<file path="src/rtl/pahi_pkg.sv">
// Purpose: Shared constants for the parallel converter host port.
// Assumes: 200 MHz system clock; all pins synchronised before use.
// Notes:   Control register field positions are local choices.
package pahi_pkg;
    // System clock period in picoseconds
    localparam int unsigned CLK_PERIOD_PS  = 5000;
    // Data bus and control register widths
    localparam int unsigned DATA_W         = 12;
    localparam int unsigned BYTE_W         = 8;
    localparam int unsigned CHAN_W         = 2;
    // Master clock rising edges in one conversion
    localparam logic [3:0]  CONV_EDGES     = 4'hD;
    // Fixed tail of the conversion after the last master clock edge, in ns
    localparam int unsigned CONV_TAIL_NS   = 60;
    localparam int unsigned CONV_TAIL_CYC  = (CONV_TAIL_NS * 1000 + CLK_PERIOD_PS - 1) / CLK_PERIOD_PS;
    // Control register layout and reset value
    localparam int unsigned CTRL_CHAN_LSB  = 0;
    localparam int unsigned CTRL_PM_LSB    = 2;
    localparam logic [11:0] CTRL_RESET     = 12'h000;
    // High-byte read layout
    localparam int unsigned HB_CHAN_LSB    = 4;
    localparam int unsigned HB_DATA_W      = 4;

    // Power management modes held in the control register
    typedef enum logic [1:0] {
        PAHI_PM_NORMAL   = 2'h0,
        PAHI_PM_FULL_OFF = 2'h1,
        PAHI_PM_AUTO_OFF = 2'h2,
        PAHI_PM_AUTO_SBY = 2'h3
    } pahi_pm_t;
endpackage : pahi_pkg

</file>
<file path="src/rtl/pahi_sync.sv">
// Purpose: Two-flop synchroniser for a group of asynchronous pins.
// Assumes: Inputs are quasi-static relative to the clock.
// Notes:   The first stage feeds only the second stage.
module pahi_sync #(
    parameter int unsigned WIDTH = 1,
    parameter logic [WIDTH-1:0] INIT = '0
) (
    input  wire logic             clock,   // System clock
    input  wire logic             reset,   // Synchronous reset, active high
    input  wire logic [WIDTH-1:0] async_i, // Asynchronous pins
    output logic      [WIDTH-1:0] sync_o   // Synchronised copy
);
    logic [WIDTH-1:0] meta_q;

    // Two stages of retiming
    always_ff @(posedge clock) begin
        if (reset) begin
            meta_q <= INIT;
            sync_o <= INIT;
        end else begin
            meta_q <= async_i;
            sync_o <= meta_q;
        end
    end
endmodule : pahi_sync

</file>
<file path="src/rtl/pahi_port.sv">
// Purpose: Host port of a four-channel converter: conversion timing and parallel bus.
// Assumes: Analog core presents its code on core_code when conversion ends.
// Notes:   All pins pass two flops; master_clock_in is sampled, not used as a clock.
// What this block does
// - Word mode moves full twelve-bit words on all data pins.
// - Byte mode uses eight low pins; pin eight becomes high byte enable.
// - Byte mode, high byte enable low: low byte on low pins.
// - Byte mode, high byte enable high: top four bits on lowest pins.
// - High-byte read carries channel tag in bits four and five.
// - High-byte read drives bits six and seven as zero.
// - Data pins are three-state, gated by chip select, read and write.
// - Word mode: shared pin acts as data bit eight.
// - Busy rises after convert start falls, stays high through conversion.
// - Busy falls on the same clock edge that loads result into output register.
// - Sampler returns to track on thirteenth master clock rise.
// - Conversion is thirteen master clocks plus a fixed tail.
// - Master clock may run freely or only in bursts.
// - Convert start falling edge holds sample and starts conversion.
// - In automatic power-down modes, convert start rising edge powers up.
// - Write strobe with chip select low stores data into control register.
// - Read strobe with chip select low drives the result onto pins.
// - Channel comes from control register address bits before conversion.
module pahi_port
    import pahi_pkg::*;
#(
    parameter int unsigned TAIL_CYC = pahi_pkg::CONV_TAIL_CYC
) (
    input  wire logic                        clock,             // System clock, 200 MHz
    input  wire logic                        reset,             // Synchronous reset, active high
    input  wire logic                        master_clock_in,   // Conversion clock pin
    input  wire logic                        convert_start_n,   // Conversion start pin, active low
    input  wire logic                        chip_select_n,     // Chip select pin, active low
    input  wire logic                        read_strobe_n,     // Read strobe pin, active low
    input  wire logic                        write_strobe_n,    // Write strobe pin, active low
    input  wire logic                        word_byte_select,  // High selects word mode
    input  wire logic [pahi_pkg::DATA_W-1:0] data_in,           // Data pins, input side
    output logic      [pahi_pkg::DATA_W-1:0] data_out,          // Data pins, output side
    output logic      [pahi_pkg::DATA_W-1:0] data_oe,           // Data pins, output enable
    input  wire logic [pahi_pkg::DATA_W-1:0] core_code,         // Code from analog core
    output logic                             busy,              // Conversion in progress
    output logic                             hold_mode,         // Sampler in hold
    output logic                             powered_up,        // Core powered
    output logic      [pahi_pkg::CHAN_W-1:0] active_channel,    // Channel being converted
    output logic      [pahi_pkg::DATA_W-1:0] control_value      // Control register contents
);
    import pahi_pkg::*;

    typedef enum logic [1:0] {
        PAHI_IDLE,
        PAHI_CONVERT,
        PAHI_TAIL
    } pahi_state_t;

    localparam int unsigned PIN_W = 6 + DATA_W;

    logic [PIN_W-1:0]  pins_s;
    logic              mclk_s, conv_n_s, cs_n_s, rd_n_s, wr_n_s, wb_s;
    logic [DATA_W-1:0] din_s;
    logic              mclk_prev_q, conv_prev_q, rd_prev_q, wr_prev_q;
    pahi_state_t       state_q;
    logic [3:0]        edge_cnt_q;
    logic [15:0]       tail_cnt_q;
    logic [DATA_W-1:0] ctrl_q;
    logic [DATA_W-1:0] result_q;
    logic [CHAN_W-1:0] result_chan_q;
    logic              down_q;
    logic              mclk_rise, conv_fall, conv_rise, rd_fall, wr_rise;
    logic              high_byte_enable, read_active;
    pahi_pm_t          pm_mode;

    // Every pin passes two flops before use
    pahi_sync #(
        .WIDTH (PIN_W),
        .INIT  ({6'h1E, {DATA_W{1'b0}}})
    ) u_sync (
        .clock   (clock),
        .reset   (reset),
        .async_i ({master_clock_in, convert_start_n, chip_select_n, read_strobe_n,
                   write_strobe_n, word_byte_select, data_in}),
        .sync_o  (pins_s)
    );

    assign {mclk_s, conv_n_s, cs_n_s, rd_n_s, wr_n_s, wb_s, din_s} = pins_s;
    assign high_byte_enable    = din_s[BYTE_W];
    assign pm_mode = pahi_pm_t'(ctrl_q[CTRL_PM_LSB +: 2]);

    // Previous values for edge detection on synchronised pins
    always_ff @(posedge clock) begin
        if (reset) begin
            mclk_prev_q <= 1'b0;
            conv_prev_q <= 1'b1;
            rd_prev_q   <= 1'b1;
            wr_prev_q   <= 1'b1;
        end else begin
            mclk_prev_q <= mclk_s;
            conv_prev_q <= conv_n_s;
            rd_prev_q   <= rd_n_s;
            wr_prev_q   <= wr_n_s;
        end
    end

    // Edges; master clock edges are counted only when present
    assign mclk_rise = mclk_s & ~mclk_prev_q;
    assign conv_fall = conv_prev_q & ~conv_n_s;
    assign conv_rise = ~conv_prev_q & conv_n_s;
    assign rd_fall   = rd_prev_q & ~rd_n_s;
    assign wr_rise   = ~wr_prev_q & wr_n_s;

    // Conversion sequence
    always_ff @(posedge clock) begin
        if (reset) begin
            state_q    <= PAHI_IDLE;
            edge_cnt_q <= 4'h0;
            tail_cnt_q <= 16'h0000;
        end else begin
            unique case (state_q)
                PAHI_IDLE: begin
                    if (conv_fall && !down_q) begin
                        state_q    <= PAHI_CONVERT;
                        edge_cnt_q <= 4'h0;
                    end
                end
                PAHI_CONVERT: begin
                    if (mclk_rise) begin
                        edge_cnt_q <= edge_cnt_q + 4'h1;
                        if (edge_cnt_q == CONV_EDGES - 4'h1) begin
                            state_q    <= PAHI_TAIL;
                            tail_cnt_q <= 16'h0000;
                        end
                    end
                end
                PAHI_TAIL: begin
                    tail_cnt_q <= tail_cnt_q + 16'h0001;
                    if (tail_cnt_q >= 16'(TAIL_CYC) - 16'h0001) begin
                        state_q <= PAHI_IDLE;
                    end
                end
            endcase
        end
    end

    // Busy and sampler state follow the sequence
    always_ff @(posedge clock) begin
        if (reset) begin
            busy      <= 1'b0;
            hold_mode <= 1'b0;
        end else begin
            if (state_q == PAHI_IDLE && conv_fall && !down_q) begin
                busy      <= 1'b1;
                hold_mode <= 1'b1;
            end else if (state_q == PAHI_CONVERT && mclk_rise && edge_cnt_q == CONV_EDGES - 4'h1) begin
                hold_mode <= 1'b0;
            end else if (state_q == PAHI_TAIL && tail_cnt_q >= 16'(TAIL_CYC) - 16'h0001) begin
                busy      <= 1'b0;
            end
        end
    end

    // Channel is latched from the control register when conversion starts
    always_ff @(posedge clock) begin
        if (reset) begin
            active_channel <= '0;
        end else if (state_q == PAHI_IDLE && conv_fall && !down_q) begin
            active_channel <= ctrl_q[CTRL_CHAN_LSB +: CHAN_W];
        end
    end

    // Output register: loaded at end of conversion, kept otherwise
    always_ff @(posedge clock) begin
        if (reset) begin
            result_q      <= '0;
            result_chan_q <= '0;
        end else if (state_q == PAHI_TAIL && tail_cnt_q >= 16'(TAIL_CYC) - 16'h0001) begin
            result_q      <= core_code;
            result_chan_q <= active_channel;
        end
    end

    // Power state: automatic modes sleep after a conversion, wake on rising start
    always_ff @(posedge clock) begin
        if (reset) begin
            down_q <= 1'b0;
        end else if (pm_mode == PAHI_PM_FULL_OFF) begin
            down_q <= 1'b1;
        end else if (pm_mode == PAHI_PM_NORMAL) begin
            down_q <= 1'b0;
        end else if (down_q && conv_rise) begin
            down_q <= 1'b0;
        end else if (state_q == PAHI_TAIL && tail_cnt_q >= 16'(TAIL_CYC) - 16'h0001) begin
            down_q <= 1'b1;
        end
    end

    assign powered_up = ~down_q;

    // Control register write at the end of a write strobe under chip select
    always_ff @(posedge clock) begin
        if (reset) begin
            ctrl_q <= CTRL_RESET;
        end else if (wr_rise && !cs_n_s) begin
            if (wb_s) begin
                ctrl_q <= din_s;
            end else if (!high_byte_enable) begin
                ctrl_q[BYTE_W-1:0] <= din_s[BYTE_W-1:0];
            end else begin
                ctrl_q[DATA_W-1:BYTE_W] <= din_s[HB_DATA_W-1:0];
            end
        end
    end

    assign control_value = ctrl_q;

    // Read data formatted on the strobe's falling edge
    always_ff @(posedge clock) begin
        if (reset) begin
            data_out <= '0;
        end else if (rd_fall && !cs_n_s) begin
            if (wb_s) begin
                data_out <= result_q;
            end else if (!high_byte_enable) begin
                data_out <= {{(DATA_W-BYTE_W){1'b0}}, result_q[BYTE_W-1:0]};
            end else begin
                data_out <= {{(DATA_W-BYTE_W){1'b0}}, 2'b00, result_chan_q,
                             result_q[DATA_W-1:BYTE_W]};
            end
        end
    end

    // Drive while read and chip select stay low, after data are ready
    always_ff @(posedge clock) begin
        if (reset) begin
            read_active <= 1'b0;
        end else begin
            read_active <= !cs_n_s && !rd_n_s && wr_n_s;
        end
    end

    // Enables per pin: byte mode frees pins eight to eleven
    always_comb begin
        data_oe = '0;
        if (read_active) begin
            data_oe[BYTE_W-1:0] = '1;
            if (wb_s) begin
                data_oe = '1;
            end
        end
    end
endmodule : pahi_port

</file>
<file path="config.mk">
export PLATFORM = sky130hd
export DESIGN_NAME = pahi_port
export DESIGN_NICKNAME = d
export VERILOG_FILES = /design/src/rtl/pahi_pkg.sv /design/src/rtl/pahi_sync.sv /design/src/rtl/pahi_port.sv
export SDC_FILE = /design/constraint.sdc
export NUM_CORES = 1
export LEC_CHECK = 0
export ABC_AREA = 1
export BUFFER_PORTS_ARGS = -buffer_cell sky130_fd_sc_hd__clkbuf_2
export CAP_MARGIN = 0
export CORE_MARGIN = 8
export CORE_UTILIZATION = 40
export DETAILED_ROUTE_END_ITERATION = 7
export PLACE_DENSITY = 0.7
export SYNTH_ARGS = -nofsm -noshare
export SYNTH_HDL_FRONTEND = slang
export SYNTH_SLANG_ARGS = --single-unit
export TNS_END_PERCENT = 100
</file>
<file path="constraint.sdc">
create_clock -name clock -period 2.17 [get_ports clock]
set_clock_uncertainty 0.15 [all_clocks]
set_input_delay 0.434 -clock clock [delete_from_list [all_inputs] [get_ports clock]]
set_output_delay 0.434 -clock clock [all_outputs]
set_load 0.03 [all_outputs]
</file>
# Word-level counts from Yosys, hierarchy flattened

Index checks and enable logic that the tools add are counted.

Register bits: 106
Input port bits: 32

Add/subtract/negate cells: 2
Magnitude comparators: 1
Equality and inequality tests: 10
Muxes and demuxes: 27
Bitwise operators: 11
Reductions and logical operators: 28

Operator list:

| operator              | number |
|---|---|
| $mux 12               | 4 |
| $mux 16               | 2 |
| $pmux 16 s2           | 1 |
| $add 16x1->16 const B | 1 |
| $ge 16x4->1 const B   | 1 |
| $mux 8                | 2 |
| $mux 4                | 3 |
| $logic_and 1x1->1     | 11 |
| $ne 2x2->1 const B    | 5 |
| $reduce_bool 2->1     | 5 |
| $mux 1                | 9 |
| $mux 2                | 4 |
| $pmux 4 s2            | 1 |
| $not 1->1             | 6 |
| $pmux 2 s3            | 1 |
| $reduce_and 2->1      | 3 |
| $reduce_and 3->1      | 2 |
| $and 1x1->1           | 5 |
| $add 4x1->4 const B   | 1 |
| $eq 2x1->1 const B    | 2 |
| $eq 4x4->1 const B    | 1 |
| $logic_not 2->1       | 2 |
| $reduce_and 4->1      | 1 |
| $reduce_bool 4->1     | 1 |
| 3 further kinds       | 5 |

# Longest topological paths before layout

Depth after elaboration: 6
Depth in mapped cells: 10

# By module

From an unflattened synthesis, not the netlist that was laid out.

Cell total of the unflattened synthesis: 545
Area total of the unflattened synthesis: 4,176.5 µm²

By module, submodules not included:

| module    | times used | cells each | area an instance (µm²) | sequential area each (µm²) |
|---|---|---|---|---|
| pahi_port | 1          | 433        | 3,154.3                | 1,401.3 |
| pahi_sync | 1          | 112        | 1,022.2                | 720.7 |

# Worst setup path after synthesis

No wires, ideal clock.

Kind: flip-flop to output port
From: register u_sync.sync_o[12]
To: output port data_oe[10] in the netlist's numbering
Arrival: 1,083 ps
Data required time: 1,586 ps
Setup slack: 503 ps
Stages on the path, launching flop included: 5
Buffers on the path: 2
Cells stage by stage: dfxtp_1 > buf_2 > nand2_1 > inv_1 > buf_4

Word-level cells in the longest chain between the ends: 2

Ends and longest elaborated chain:

| what                   | RTL line         | source |
|---|---|---|
| start, declared        | pahi_sync.sv:11  | `output logic [WIDTH-1:0] sync_o` |
| start signal, assigned | pahi_sync.sv:22  | `sync_o <= meta_q;` |
| $mux 12                | pahi_port.sv:243 | `if (wb_s) begin` |
| $mux 12                | pahi_port.sv:241 | `if (read_active) begin` |
| end, declared          | pahi_port.sv:38  | `output logic [pahi_pkg::DATA_W-1:0] data_oe,` |

Every way passes these cells.

# Final worst setup path

From: register state_q[1]
To: register tail_cnt_q[6]

Word-level cells in the longest chain between the ends: 3
Elaborated cells between the ends (all ways): 7

Ends and longest elaborated chain:

| what                                                             | RTL line         | source |
|---|---|---|
| start, declared                                                  | pahi_port.sv:60  | `pahi_state_t state_q;` |
| start signal, assigned                                           | pahi_port.sv:112 | `state_q <= PAHI_IDLE;` |
| start signal, assigned                                           | pahi_port.sv:119 | `state_q <= PAHI_CONVERT;` |
| start signal, assigned                                           | pahi_port.sv:127 | `state_q <= PAHI_TAIL;` |
| $eq 2x1->1 or $eq 2x2->1 (tied branches)                         | pahi_port.sv:116 | `unique case (state_q)` |
| $ne 2x2->1 (no source line) or $reduce_bool 2->1 (tied branches) | n/a              |  |
| $reduce_and 3->1 (no source line)                                | n/a              |  |
| end signal, assigned                                             | pahi_port.sv:133 | `tail_cnt_q <= tail_cnt_q + 16'h0001;` |
| end, declared                                                    | pahi_port.sv:62  | `logic [15:0] tail_cnt_q;` |

Parallel ways exist; a longest one is shown, timed or not.
A chain may end at the register's enable or synchronous reset.

==> results.md <==
Finish:
- The number of inserted diodes is 0.
- The library cell used most frequently in the layout, excluding fill and tap cells, is dfxtp_1.
- The count of placed standard cells in the final layout, fillers left out is between 700 and 800.
- For this run, the post-layout net count is about 650.
- The area of all placed cells without fillers is roughly 4800 sq um.
- The library cells used most frequently in the layout, excluding fill and tap cells, are dfxtp_1 (106), nor2_1 (102), nand2_1 (89).
- The area growth from synthesis to layout is 15.3%.
- The share of cells above drive strength 1 is 0.189.

Setup path:
- The category of the worst setup path launch point is a register.
- For the worst setup path, the data arrival time is between 2 and 2.5 ns.
- In this run the worst path has a maximum fanout of 17.
- The worst setup path is captured at a register.
- The required time at the worst-slack endpoint is ~2.3 ns.
- Counting cells, the worst reg-to-reg path comes to 7.
- The category of the critical setup timing path is reg2reg.
- The endpoint identified for the worst register-to-register timing path is tail_cnt_q[6].
- The reg-to-reg startpoint is state_q[1].
- The register-to-register setup slack is approximately 0.18 ns.

Clocking:
- The clock tree synthesis step divided the H-tree into 3 levels.
- After clock tree synthesis, the repair step resized 0 gates.
- The clock drives 106 sinks.
- Post-CTS timing repair inserted 0 buffers for setup.
- The tree is rooted in a clkbuf_8.
- The number of CTS-inserted buffers is 9.
- For this design, the CTS-stage hold fixing added 0 buffers.
- TritonCTS built the clock tree.
- For the worst-skew pair, the clock arrives at the later sink with an insertion delay of around 0.37 ns.
- No sink is reached through more buffers than the 2 on the longest clock path.
- After clock tree synthesis, the clock-pin slew on the worst setup and hold paths is approximately 0.1 ns.

Power and ir drop:
- The internal portion of the total power is 0.00275 W.
- Dividing total power by cell area gives a power density of 786 nW/um^2.
- The leakage power summed over all cells is roughly 2.2 nW.
- The switching power as a share of total power is 0.271.
- The power share of the sequential group is 0.545.
- The combinational cell fraction of total power is 0.122.
- The analysis attributes to net switching a power of a little over 0.001 W.
- The worst-case IR drop observed on VDD is just over 0.0004 V.
- The share of total power dissipated in the clock network is 0.333.

Route:
- The number of detailed-route iterations in the first pass is 5.
- The number of vias after detailed routing is ~3500.
- The first routing iteration left roughly 190 violations.
- The via count normalized by instance count is about 4.7.
- After detailed routing, the average wire length per cell comes to approximately 12 microns.
- The post-detailed-route DRC marker count is 0.
- The total wirelength of the detailed-routed design is ~8800 microns.
- Once detail routing completed, the nets flagged for antenna violations numbered 0.

STA:
- The period utilization is 0.915.
- The worst path needs between 1.5 and 2 ns of the cycle, external delays included.
- The final hold violation count is 0.
- The worst slew slack as a fraction of its limit is 0.691.
- The top achievable clock speed is 503 MHz.
- The count of final max-slew check failures is 0.
- The setup violation total in the final timing report is 0.
- At the pin with the least slew margin, the transition time is between 0.4 and 0.5 ns.
- Setup repair after global routing left no endpoint under its margin.
- After routing, the total negative slack on setup checks comes to 0 ns.

Global routing:
- The via count of the first global-routing pass was 3582.
- The first global-routing pass estimated 15500 microns of wire.
- The largest net degree at the start of global routing is approximately 40.
- The initial antenna violation count is 0.
- Across every metal layer, demand over resource in global routing totals 0.133.
- The total grt overflow is 0.

Status:
- The run finished with clean final reports.

Die:
- The core area is between 10000 and 15000 sq um.
- The die covers between 10000 and 15000 sq um.
- The starting density of the core is 0.407.
- Pin placement for this block handled 73 I/O pins.
- The floorplan die width is around 120 microns.
- The vertical die dimension is 118 microns.
- Row generation in the floorplan step produced 37 rows.

Synth:
- By area the synthesized netlist is led by dfxtp_1 (51%), nor2_1 (9.2%), nand2_1 (8.0%), inv_1 (6.9%), a21oi_1 (5.5%).
- The cell count after synthesis came out at 552.
- Yosys mapped the design onto 27 distinct sky130hd cell types.
- The post-synthesis compound-gate area fraction is 0.109.
- The number of warnings issued by yosys is 0.
- Counting flops with a built-in enable in the synthesized netlist gives 0.
- The cell area after synthesis is ~4200 sq um.
- The number of nets handed over by synthesis was 590.
- The post-synthesis async set-or-reset flop share is 0.
- The top flip-flop cell by instance count after synthesis is dfxtp_1.
- Of the total synthesized cell area, the portion taken by full adders, half adders and majority gates is 0.0180.
- The sequential-to-total area share from yosys stat is 0.510.
- After synthesis, the largest family of logic cells by area is simple AND/OR/NAND/NOR gates.
- Of the post-synthesis cell area, the dominant cell type holds 0.510.
- The post-synthesis share of cell area spent on and, or, nand and nor gates is 0.248.
- The xor and xnor area share after synthesis is 0.00211.
- The average footprint of a synthesized cell is about 7.5 sq um.
- The cell type with the largest total area after synthesis is dfxtp_1.
- Measured against the total synthesized area, the mux share comes to 0.
- The count of state elements after synthesis is roughly 110.

Min path:
- The class of the worst hold path is in2reg.
- The path with the worst hold slack has its endpoint at u_sync.meta_q[15].
- The worst hold path was traced through 2 stages.
- The origin of the worst min-delay path is chip_select_n.

Place:
- The cell area after placement is about 4600 sq um.
- Port buffering added ~70 buffers.
- The congestion estimate from routability-driven global placement came to roughly 0.83.
- The count of placed standard cells including taps is about 740.
- After legalization and detailed placement, the total HPWL measured between 6000 and 7000 microns.

Flow run:
- Max-cap violations in this run came to 0.
routing by layer:
metal  GRT usage  wire [microns]  vias up
met2       0.226            4230       90
met3      0.0412             435       18
met1       0.152            4010     1592
met4      0.0536             161        0
met5           0               0        -
li1            -               -     1819
power groups by stage:
| stage | clock [W] | combinational, W | sequential, W |
|---|---|---|---|
| 2_1_floorplan | 0 | 0.000323 | 0.00211 |
| 3_3_place_gp | 0 | 0.000426 | 0.00210 |
| 3_5_place_dp | 0 | 0.000453 | 0.00210 |
| 4_1_cts | 0.00129 | 0.000454 | 0.00206 |
| 5_1_grt | 0.00139 | 0.000525 | 0.00206 |
| 6_report | 0.00126 | 0.000459 | 0.00206 |
worst max-delay path by stage:
stage	cells past startpoint	slack (ns)	to	from
2_1_floorplan	4	0.50	data_oe[10]	u_sync.sync_o[12]
3_3_place_gp	7	0.33	tail_cnt_q[6]	state_q[1]
3_5_place_dp	7	0.23	tail_cnt_q[6]	state_q[1]
4_1_cts	4	0.21	data_oe[11]	u_sync.sync_o[12]
5_1_grt	7	0.02	tail_cnt_q[6]	state_q[1]
6_report	7	0.18	tail_cnt_q[6]	state_q[1]
per-stage QoR:
stage                     hold slack [ns]   util  total power (W)  worst slack (ns)
after floorplan                     0.238      -          0.00243             0.503
after CTS                          0.0683  0.469          0.00380             0.211
after global routing               0.0668  0.469          0.00398            0.0186
final                              0.0909  0.469          0.00377             0.184
after detailed placement            0.245  0.448          0.00255             0.234
after global placement              0.240  0.448          0.00252             0.333
flip-flops by register name, indices dropped and copies added, names as in the netlist:
signal          count
u_sync.meta_q      18
u_sync.sync_o      18
tail_cnt_q         16
control_value      12
data_out           12
result_q           12
edge_cnt_q          4
active_channel      2
result_chan_q       2
state_q             2
busy                1
conv_prev_q         1
down_q              1
hold_mode           1
mclk_prev_q         1
rd_prev_q           1
read_active         1
wr_prev_q           1
worst max-delay path: stages (launching register included):
cell,delay [ns]
dfxtp_1,0.33
inv_1,0.08
ha_1,0.23
nand3_1,0.17
o21ai_4,0.42
nand3_1,0.22
o21ai_0,0.22
nor2_1,0.06
Yosys cell counts (3+ instances only):
master    number
a21oi_1       46
clkbuf_1      11
nand4_1        5
o21ai_0       37
nor3_1         3
ha_1           6
buf_4         13
inv_1         77
nand3_2        3
or2_2         11
nor2_1       102
dfxtp_1      106
nand2_1       89
nand3_1       23
buf_2          5
final cells by class:
type / instances / area (sq um)
Clock buffer: 10 / 138
Clock inverter: 6 / 77.6
Fill cell: 1009 / 5430
Inverter: 78 / 293
Multi-Input combinational cell: 338 / 1570
Sequential cell: 106 / 2120
Tap cell: 136 / 170
Timing Repair Buffer: 81 / 428
cell families (layout without fill, tap and decap cells):
| logic type | after synthesis | after routing |
|---|---|---|
| simple gates | 243 | 243 |
| buf+inv | 108 | 175 |
| flops | 106 | 106 |
| fa+ha+maj | 6 | 6 |
| xor+xnor | 1 | 1 |
| compound gates | 88 | 88 |
No activity file was read; power rests on OpenSTA's default activity.
